## src/include/alu_pkg.sv

```systemverilog
// Constants, opcodes and register map for the rotate, subtract and skip datapath.
// Assumes one core clock; the decoder presents one operation per cycle.
// Function
// - Left rotate through carry, result to memory
// - Left rotate through carry, result to accumulator
// - Plain right rotate to memory, flags kept
// - Plain right rotate to accumulator, flags kept
// - Right rotate through carry to memory
// - Right rotate through carry to accumulator
// - Subtract with borrow: A plus not m plus carry
// - Subtract memory: A plus not m plus one
// - Subtract immediate into accumulator, four flags
// - Decrement memory, skip when zero, no flags
// - Decrement into accumulator, skip when zero
// - Increment memory, skip when zero, no flags
// - Increment into accumulator, skip when zero
// - Skip when selected memory bit is one
// - Skip discards prefetch, adds one dummy cycle
// - Set byte writes all ones, no flags
// - Set bit forces one selected bit only
// - Nibble swap back to memory, no flags
// - Nibble swap into accumulator, memory kept
package alu_pkg;

  // ---------------------------------------------------------------
  // Operation codes presented by the instruction decoder
  // ---------------------------------------------------------------
  typedef enum logic [4:0] {
    OP_IDLE, ROTATE_LEFT_CARRY_MEM, ROTATE_LEFT_CARRY_ACC, ROTATE_RIGHT_MEM,
    ROTATE_RIGHT_ACC, ROTATE_RIGHT_CARRY_MEM, ROTATE_RIGHT_CARRY_ACC,
    SUBTRACT_WITH_BORROW_ACC, SUBTRACT_WITH_BORROW_MEM, SUBTRACT_TO_ACC,
    SUBTRACT_TO_MEM, SUBTRACT_IMM, DECREMENT_SKIP_ZERO_MEM, DECREMENT_SKIP_ZERO_ACC,
    INCREMENT_SKIP_ZERO_MEM, INCREMENT_SKIP_ZERO_ACC, SKIP_BIT_NONZERO,
    SET_BYTE, SET_BIT, NIBBLE_EXCHANGE_MEM, NIBBLE_EXCHANGE_ACC
  } op_e;

  typedef enum logic {ST_EXEC, ST_DUMMY} phase_e;

  // ---------------------------------------------------------------
  // Register map, byte addresses on the register bus
  // ---------------------------------------------------------------
  localparam logic [11:0] ADDR_ACCUM  = 12'h000;
  localparam logic [11:0] ADDR_FLAGS  = 12'h004;
  localparam logic [11:0] ADDR_STATUS = 12'h008;

  // Flag register field positions
  localparam int POS_CARRY = 0;
  localparam int POS_AUX   = 1;
  localparam int POS_ZERO  = 2;
  localparam int POS_OVF   = 3;
  // Status register field positions
  localparam int POS_DUMMY = 0;
  localparam int POS_SKIP  = 1;

  // Data constants
  localparam logic [7:0] BYTE_ONES  = 8'hff;
  localparam logic [7:0] BYTE_ZERO  = 8'h00;
  localparam logic [7:0] BYTE_ONE   = 8'h01;
  localparam logic [7:0] ACCUM_RST  = 8'h00;
  localparam int         MSB        = 7;
  localparam int         NIB_MSB    = 3;

endpackage

```

## src/hw/rotate_subtract_skip_alu.sv

```systemverilog
// Rotate, subtract, increment/decrement-skip, bit-test, set and swap datapath.
// Assumes mem_rdata shows the byte at op_addr in the same cycle as op_valid,
// and that the decoder holds op_valid off while op_ready is low.
//
// Register access over APB and the register addresses are this design's own decisions.
`timescale 1ns/10ps
`default_nettype none

module rotate_subtract_skip_alu
  import alu_pkg::*;
#(
  parameter int ADDR_W = 8
) (
  input  wire logic              ref_clk,
  input  wire logic              rst_n,
  input  wire logic              op_valid,
  input  wire logic [4:0]        op_code,
  input  wire logic [ADDR_W-1:0] op_addr,
  input  wire logic [2:0]        op_bit,
  input  wire logic [7:0]        op_imm,
  input  wire logic [7:0]        mem_rdata,
  output logic                   op_ready,
  output logic                   mem_we,
  output logic [ADDR_W-1:0]      mem_waddr,
  output logic [7:0]             mem_wdata,
  output logic                   skip_next,
  output logic [7:0]             accumulator,
  output logic                   carry_flag,
  output logic                   aux_carry_flag,
  output logic                   zero_flag,
  output logic                   overflow_flag,
  input  wire logic              psel,
  input  wire logic              penable,
  input  wire logic              pwrite,
  input  wire logic [11:0]       paddr,
  input  wire logic [31:0]       pwdata,
  output logic [31:0]            prdata,
  output logic                   pready,
  output logic                   pslverr
);

  // ---------------------------------------------------------------
  // Declarations
  // ---------------------------------------------------------------
  phase_e            phase_r;
  logic [7:0]        accum_r;
  logic              carry_r;
  logic              aux_r;
  logic              zero_r;
  logic              ovf_r;
  logic              mem_we_r;
  logic [ADDR_W-1:0] mem_waddr_r;
  logic [7:0]        mem_wdata_r;
  logic              skip_r;
  logic [31:0]       prdata_r;
  logic              op_fire;
  op_e               op;
  logic [7:0]        sub_b;
  logic              sub_cin;
  logic [8:0]        sum9;
  logic [4:0]        sum5;
  logic              sub_ovf;
  logic [7:0]        dec_val;
  logic [7:0]        inc_val;
  logic [7:0]        bit_mask;
  logic [7:0]        res_nxt;
  logic              wr_mem_nxt;
  logic              wr_accum_nxt;
  logic              upd_carry_nxt;
  logic              upd_arith_nxt;
  logic              carry_nxt;
  logic              skip_nxt;
  logic              apb_wr;
  logic              apb_rd;
  logic              apb_hit;

  assign op       = op_e'(op_code);
  assign op_ready = (phase_r == ST_EXEC);
  assign op_fire  = op_valid && op_ready;

  // ---------------------------------------------------------------
  // Subtractor, incrementer and bit mask
  // ---------------------------------------------------------------
  // Operand and carry-in select for all subtract forms
  assign sub_b   = (op == SUBTRACT_IMM) ? op_imm : mem_rdata;
  assign sub_cin = ((op == SUBTRACT_WITH_BORROW_ACC) || (op == SUBTRACT_WITH_BORROW_MEM))
                   ? carry_r : 1'b1;
  // Add the inverted operand; low nibble sum gives the bit 3 carry
  assign sum9    = {1'b0, accum_r} + {1'b0, ~sub_b} + {8'h00, sub_cin};
  assign sum5    = {1'b0, accum_r[NIB_MSB:0]} + {1'b0, ~sub_b[NIB_MSB:0]} + {4'h0, sub_cin};
  assign sub_ovf = (accum_r[MSB] ~^ ~sub_b[MSB]) & (accum_r[MSB] ^ sum9[MSB]);
  assign dec_val = mem_rdata - BYTE_ONE;
  assign inc_val = mem_rdata + BYTE_ONE;
  assign bit_mask = BYTE_ONE << op_bit;

  // ---------------------------------------------------------------
  // Operation decode: result, destination, flag and skip control
  // ---------------------------------------------------------------
  always_comb begin
    res_nxt       = mem_rdata;
    wr_mem_nxt    = 1'b0;
    wr_accum_nxt  = 1'b0;
    upd_carry_nxt = 1'b0;
    upd_arith_nxt = 1'b0;
    carry_nxt     = carry_r;
    skip_nxt      = 1'b0;
    case (op)
      ROTATE_LEFT_CARRY_MEM: begin
        res_nxt       = {mem_rdata[MSB-1:0], carry_r};
        carry_nxt     = mem_rdata[MSB];
        wr_mem_nxt    = 1'b1;
        upd_carry_nxt = 1'b1;
      end
      ROTATE_LEFT_CARRY_ACC: begin
        res_nxt       = {mem_rdata[MSB-1:0], carry_r};
        carry_nxt     = mem_rdata[MSB];
        wr_accum_nxt  = 1'b1;
        upd_carry_nxt = 1'b1;
      end
      ROTATE_RIGHT_MEM: begin
        res_nxt    = {mem_rdata[0], mem_rdata[MSB:1]};
        wr_mem_nxt = 1'b1;
      end
      ROTATE_RIGHT_ACC: begin
        res_nxt      = {mem_rdata[0], mem_rdata[MSB:1]};
        wr_accum_nxt = 1'b1;
      end
      ROTATE_RIGHT_CARRY_MEM: begin
        res_nxt       = {carry_r, mem_rdata[MSB:1]};
        carry_nxt     = mem_rdata[0];
        wr_mem_nxt    = 1'b1;
        upd_carry_nxt = 1'b1;
      end
      ROTATE_RIGHT_CARRY_ACC: begin
        res_nxt       = {carry_r, mem_rdata[MSB:1]};
        carry_nxt     = mem_rdata[0];
        wr_accum_nxt  = 1'b1;
        upd_carry_nxt = 1'b1;
      end
      SUBTRACT_WITH_BORROW_ACC, SUBTRACT_TO_ACC, SUBTRACT_IMM: begin
        res_nxt       = sum9[7:0];
        carry_nxt     = sum9[8];
        wr_accum_nxt  = 1'b1;
        upd_carry_nxt = 1'b1;
        upd_arith_nxt = 1'b1;
      end
      SUBTRACT_WITH_BORROW_MEM, SUBTRACT_TO_MEM: begin
        res_nxt       = sum9[7:0];
        carry_nxt     = sum9[8];
        wr_mem_nxt    = 1'b1;
        upd_carry_nxt = 1'b1;
        upd_arith_nxt = 1'b1;
      end
      DECREMENT_SKIP_ZERO_MEM: begin
        res_nxt    = dec_val;
        wr_mem_nxt = 1'b1;
        skip_nxt   = (dec_val == BYTE_ZERO);
      end
      DECREMENT_SKIP_ZERO_ACC: begin
        res_nxt      = dec_val;
        wr_accum_nxt = 1'b1;
        skip_nxt     = (dec_val == BYTE_ZERO);
      end
      INCREMENT_SKIP_ZERO_MEM: begin
        res_nxt    = inc_val;
        wr_mem_nxt = 1'b1;
        skip_nxt   = (inc_val == BYTE_ZERO);
      end
      INCREMENT_SKIP_ZERO_ACC: begin
        res_nxt      = inc_val;
        wr_accum_nxt = 1'b1;
        skip_nxt     = (inc_val == BYTE_ZERO);
      end
      SKIP_BIT_NONZERO: begin
        skip_nxt = |(mem_rdata & bit_mask);
      end
      SET_BYTE: begin
        res_nxt    = BYTE_ONES;
        wr_mem_nxt = 1'b1;
      end
      SET_BIT: begin
        res_nxt    = mem_rdata | bit_mask;
        wr_mem_nxt = 1'b1;
      end
      NIBBLE_EXCHANGE_MEM: begin
        res_nxt    = {mem_rdata[NIB_MSB:0], mem_rdata[MSB:NIB_MSB+1]};
        wr_mem_nxt = 1'b1;
      end
      NIBBLE_EXCHANGE_ACC: begin
        res_nxt      = {mem_rdata[NIB_MSB:0], mem_rdata[MSB:NIB_MSB+1]};
        wr_accum_nxt = 1'b1;
      end
      default: begin
        res_nxt = mem_rdata;
      end
    endcase
  end

  // ---------------------------------------------------------------
  // Execution phase: a skip adds one dummy cycle
  // ---------------------------------------------------------------
  always_ff @(posedge ref_clk) begin
    if (!rst_n) begin
      phase_r <= ST_EXEC;
    end else begin
      case (phase_r)
        ST_EXEC: begin
          if (op_fire && skip_nxt) begin
            phase_r <= ST_DUMMY;
          end
        end
        ST_DUMMY: begin
          phase_r <= ST_EXEC;
        end
        default: begin
          phase_r <= ST_EXEC;
        end
      endcase
    end
  end

  // Skip pulse tells the fetch unit to drop its prefetched word
  always_ff @(posedge ref_clk) begin
    if (!rst_n) begin
      skip_r <= 1'b0;
    end else begin
      skip_r <= op_fire && skip_nxt;
    end
  end

  // ---------------------------------------------------------------
  // Data memory write port
  // ---------------------------------------------------------------
  always_ff @(posedge ref_clk) begin
    if (!rst_n) begin
      mem_we_r    <= 1'b0;
      mem_waddr_r <= '0;
      mem_wdata_r <= BYTE_ZERO;
    end else begin
      mem_we_r <= op_fire && wr_mem_nxt;
      if (op_fire && wr_mem_nxt) begin
        mem_waddr_r <= op_addr;
        mem_wdata_r <= res_nxt;
      end
    end
  end

  // ---------------------------------------------------------------
  // Register bus decode (no wait states)
  // ---------------------------------------------------------------
  assign apb_hit = (paddr == ADDR_ACCUM) || (paddr == ADDR_FLAGS) || (paddr == ADDR_STATUS);
  assign apb_wr  = psel && penable && pwrite;
  assign apb_rd  = psel && !penable && !pwrite;
  assign pready  = 1'b1;
  assign pslverr = psel && penable && !apb_hit;

  // Accumulator; a datapath write beats a bus write in the same cycle
  always_ff @(posedge ref_clk) begin
    if (!rst_n) begin
      accum_r <= ACCUM_RST;
    end else if (op_fire && wr_accum_nxt) begin
      accum_r <= res_nxt;
    end else if (apb_wr && (paddr == ADDR_ACCUM)) begin
      accum_r <= pwdata[7:0];
    end
  end

  // Carry flag: datapath update wins over bus write
  always_ff @(posedge ref_clk) begin
    if (!rst_n) begin
      carry_r <= 1'b0;
    end else if (op_fire && upd_carry_nxt) begin
      carry_r <= carry_nxt;
    end else if (apb_wr && (paddr == ADDR_FLAGS)) begin
      carry_r <= pwdata[POS_CARRY];
    end
  end

  // Auxiliary carry, zero and overflow follow only the subtract forms
  always_ff @(posedge ref_clk) begin
    if (!rst_n) begin
      aux_r  <= 1'b0;
      zero_r <= 1'b0;
      ovf_r  <= 1'b0;
    end else if (op_fire && upd_arith_nxt) begin
      aux_r  <= sum5[4];
      zero_r <= (sum9[7:0] == BYTE_ZERO);
      ovf_r  <= sub_ovf;
    end else if (apb_wr && (paddr == ADDR_FLAGS)) begin
      aux_r  <= pwdata[POS_AUX];
      zero_r <= pwdata[POS_ZERO];
      ovf_r  <= pwdata[POS_OVF];
    end
  end

  // Read data latched in the setup cycle, stable through access
  always_ff @(posedge ref_clk) begin
    if (!rst_n) begin
      prdata_r <= 32'h0000_0000;
    end else if (apb_rd) begin
      prdata_r <= 32'h0000_0000;
      case (paddr)
        ADDR_ACCUM: prdata_r[7:0] <= accum_r;
        ADDR_FLAGS: begin
          prdata_r[POS_CARRY] <= carry_r;
          prdata_r[POS_AUX]   <= aux_r;
          prdata_r[POS_ZERO]  <= zero_r;
          prdata_r[POS_OVF]   <= ovf_r;
        end
        ADDR_STATUS: begin
          prdata_r[POS_DUMMY] <= (phase_r == ST_DUMMY);
          prdata_r[POS_SKIP]  <= skip_r;
        end
        default: prdata_r <= 32'h0000_0000;
      endcase
    end
  end

  // ---------------------------------------------------------------
  // Outputs
  // ---------------------------------------------------------------
  assign mem_we         = mem_we_r;
  assign mem_waddr      = mem_waddr_r;
  assign mem_wdata      = mem_wdata_r;
  assign skip_next      = skip_r;
  assign accumulator    = accum_r;
  assign carry_flag     = carry_r;
  assign aux_carry_flag = aux_r;
  assign zero_flag      = zero_r;
  assign overflow_flag  = ovf_r;
  assign prdata         = prdata_r;
endmodule

`default_nettype wire

```

## config.mk

```make
export PLATFORM = sky130hd
export DESIGN_NAME = rotate_subtract_skip_alu
export DESIGN_NICKNAME = d
export VERILOG_FILES = /design/src/include/alu_pkg.sv /design/src/hw/rotate_subtract_skip_alu.sv
export SDC_FILE = /design/constraint.sdc
export NUM_CORES = 1
export LEC_CHECK = 0
export BUFFER_PORTS_ARGS = -buffer_cell sky130_fd_sc_hd__clkbuf_2
export CORE_AREA = 2 2 91 93
export DETAILED_ROUTE_END_ITERATION = 6
export DIE_AREA = 0 0 93 95
export GPL_TIMING_DRIVEN = 0
export PLACE_DENSITY = 0.79
export SLEW_MARGIN = 10
export SYNTH_ARGS = -nofsm -noshare
export SYNTH_HDL_FRONTEND = slang
export SYNTH_SLANG_ARGS = --single-unit
export TNS_END_PERCENT = 10
```

## constraint.sdc

```tcl
create_clock -name ref_clk -period 4.15 [get_ports ref_clk]
set_input_delay 0.2075 -clock ref_clk [delete_from_list [all_inputs] [get_ports ref_clk]]
set_output_delay 0.2075 -clock ref_clk [all_outputs]
set_load 0.03 [all_outputs]
```

==> impl_results.md <==
- RSZ-0062 raised after global routing: no
- Die Wd: 93 um
- Final Max Tran Viols: 0
- Starting density of the core: 47.98%
- Critical Path Source: op_code[0]
- CP startpoint kind: input pin
- Synth unique cells: 74
- Initial antenna violation count: 0
- Seq pwr share: 34.8%
- Status: completed
- TNS Setup: 0 ns
- Drt first-iter violations: 386
- Total number of vias: 4326
- Final Wtd Congestion: 0.9800
- Pin count of the biggest net entering global routing: 13
- Top cell type's share of synthesized area: 20.53%
- Final-report setup violation count: 0
- Root Buffer: clkbuf_8
- Layout cells sized above 1: 26.56%
- Final instance area: 4569 um^2
- Fin crit share: 86.41%
- FF+latch count, synth: 39
- CTS Buf Count: 5
- Clk pin slew, worst setup/hold paths: 0.08 ns
- 1st-pass router iterations: 5
- Vias in the first global route: 3859
- Clk_skew: 0.007618 ns
- Worst Path Max Fanout: 10
- Antenna Cells: 0
- DR WL/cell: 18.74 um
- Hold Crit Depth: 3
- Int Power: 0.0007329 W
- Final Core Density: 57.64%
- Die Area: 8835 um^2
- Sw Ratio: 36.88%
- Slew HR: 30.58%
- Top cells by area, synth: dfxtp_1 21%, mux2i_1 6.8%, buf_4 5.9%
- Cell Area, Synth: 3804 um^2
- # rows: 33
- Clock tree buffer depth: 2
- Dpl cell area: 4452 um^2
- Hold buffers post-CTS: 0
- Final Hold Fails: 0
- Crit path largest cell delay: 0.49 ns
- Reg-to-reg critical path startpoint: carry_flag$_SDFFE_PN0P_
- Pwr dens: 254.1 nW/um^2
- Clk_lat worst skew: 0.30 ns
- Total Power: 0.001161 W
- Most used flip-flop cell after synthesis: dfxtp_1
- Setup bufs post-CTS: 0
- Routed WL: 13400 um
- Nets: 704
- Grt total ovfl: 0
- Synth Instances: 493
- Worst Reg-to-Reg Cells: 11
- Most common cell in the synthesized netlist: nor2_1
- Post-CTS sizing: 0
- Post-synth EDFFs: 0
- Asr flop ratio synth: 0%
- Hold crit path type: in -> reg
- Most used cell, CP: buf_2
- Worst path cell trace: buf_2, buf_6, buf_2, nand2_1, nor3_1, buf_2, nor2_1, a21oi_1, fa_1, inv_1, fa_1, nand2b_1, a21boi_0, nor2_1, xnor2_1, a221oi_1, o22ai_1
- # port buffers: 86
- Die height: 95 um
- Maximum VDD drop: 0.1701 mV
- Lkg Pwr: 2.000 nW
- Via/cell ratio: 6.050
- Yosys warning count: 0
- Slowest cell on the critical path: a221oi_1
- Clk network pwr share: 28.7%
- Commonest cells post-synth: 49 x nor2_1, 39 x dfxtp_1, 34 x nand2_1
- H-tree Lvls: 2
- Clk sinks: 39
- Synth area leader: dfxtp_1
- Number of max-cap violations: 0
- Final worst path period need: 3.586 ns
- Worst slew pin tran: 1.033 ns
- Dpl hpwl: 10520 um
- Final hold slack: 0.1460 ns
- Area delta synth->final: 20.13%
- GRT Util Overall: 29.60%
- Syn Area/Cell: 7.715 um^2
- Sw Pwr: 0.0004282 W
- Ports: 147
- Worst setup path category: in -> reg
- Final ANT Viol Nets: 0
- DRC: 0
- Max Freq: 0.2789 GHz
- Arrival time of the worst setup path: 3.74 ns
- Combinational Power Share: 36.5%
- CTS tree: done
- Worst path required time: 4.31 ns
- CP endpoint kind: flop
- First-pass GRT wire length: 20470 um
- Seq/Total Area, Yosys: 20.53%
- Core area: 7928 um^2
- Hold path start: op_addr[6]
## power groups by stage
stage	registers [W]	clock network, W	logic (W)
2_1_floorplan	0.000437	0	0.000264
3_3_place_gp	0.000411	0	0.000409
3_5_place_dp	0.000412	0	0.000412
4_1_cts	0.000403	0.000333	0.000414
5_1_grt	0.000405	0.000348	0.000455
6_report	0.000404	0.000333	0.000424
## state kept, by name, indices dropped and copies added (netlist names)
register / flops
accumulator: 8
mem_waddr: 8
mem_wdata: 8
prdata: 8
aux_carry_flag: 1
carry_flag: 1
mem_we: 1
overflow_flag: 1
phase_r: 1
skip_next: 1
zero_flag: 1
## logic make-up after synthesis
kind of cell | share of synthesized area (%)
buffers and inverters | 11.28
DFF | 20.53
adders and majority gates | 5.197
muxes | 9.309
AOI/OAI and AO/OA | 24.77
other | 0.1974
xor gates and xnor gates | 3.684
and+or+nand+nor | 25.03
## worst max-delay path: cells and delay by family
| kind | cells | cell delay, ns |
|---|---|---|
| fa+ha+maj | 2 | 0.62 |
| simple gates | 5 | 0.74 |
| xor+xnor | 1 | 0.19 |
| buf+inv | 5 | 0.93 |
| compound gates | 4 | 1.06 |
## layout make-up
class | instances | area (um^2)
plain buffers | 61 | 369.1
clock buffers | 6 | 82.58
clock inverters | 2 | 35.03
fillers | 771 | 3358
inverters | 16 | 60.06
multi-input cells | 400 | 2680
flip-flops and latches | 39 | 780.7
well taps | 105 | 131.4
repair buffers | 86 | 430.4
## metrics by stage
stage          instances  setup WS [ns]
3_3_place_gp         707         0.3706
5_1_grt              715         0.2875
2_1_floorplan        516         0.9550
4_1_cts              715         0.6332
3_5_place_dp         707         0.3404
6_report             715         0.5639
## layer usage
metal | track usage (%) | vias to the layer above | wire [um]
met1 | 40.69 | 2041 | 5521
li1 | - | 1994 | -
met5 | 0 | - | 0
met4 | 7.721 | 0 | 298
met2 | 49.15 | 259 | 6275
met3 | 3.751 | 32 | 1305
## final timing paths
check	to	slack, ns
worst min register to register	mem_wdata[4]$_SDFFE_PN0P_	0.48
worst max register to register	accumulator[4]$_SDFFE_PN0P_	1.29
worst min-delay path	mem_waddr[6]$_SDFFE_PN0P_	0.15
worst max-delay path	accumulator[4]$_SDFFE_PN0P_	0.56
## cell usage in the layout, fill, tap and decap left out, types with 6 or more instances in the layout
master / instances
o21ai_0: 30
a211oi_1: 7
mux2i_1: 26
xor2_1: 9
a31oi_1: 8
clkbuf_8: 6
nand3_1: 15
dfxtp_1: 39
clkbuf_2: 86
a22oi_1: 9
nand2_1: 34
conb_1: 25
inv_1: 15
ha_1: 11
a21oi_1: 25
nor3_1: 13
buf_4: 30
buf_2: 10
o22ai_1: 12
xnor2_1: 7
clkbuf_1: 18
nand2b_1: 14
a21o_1: 7
nor2_1: 49
(Power assumes the default switching activity.)
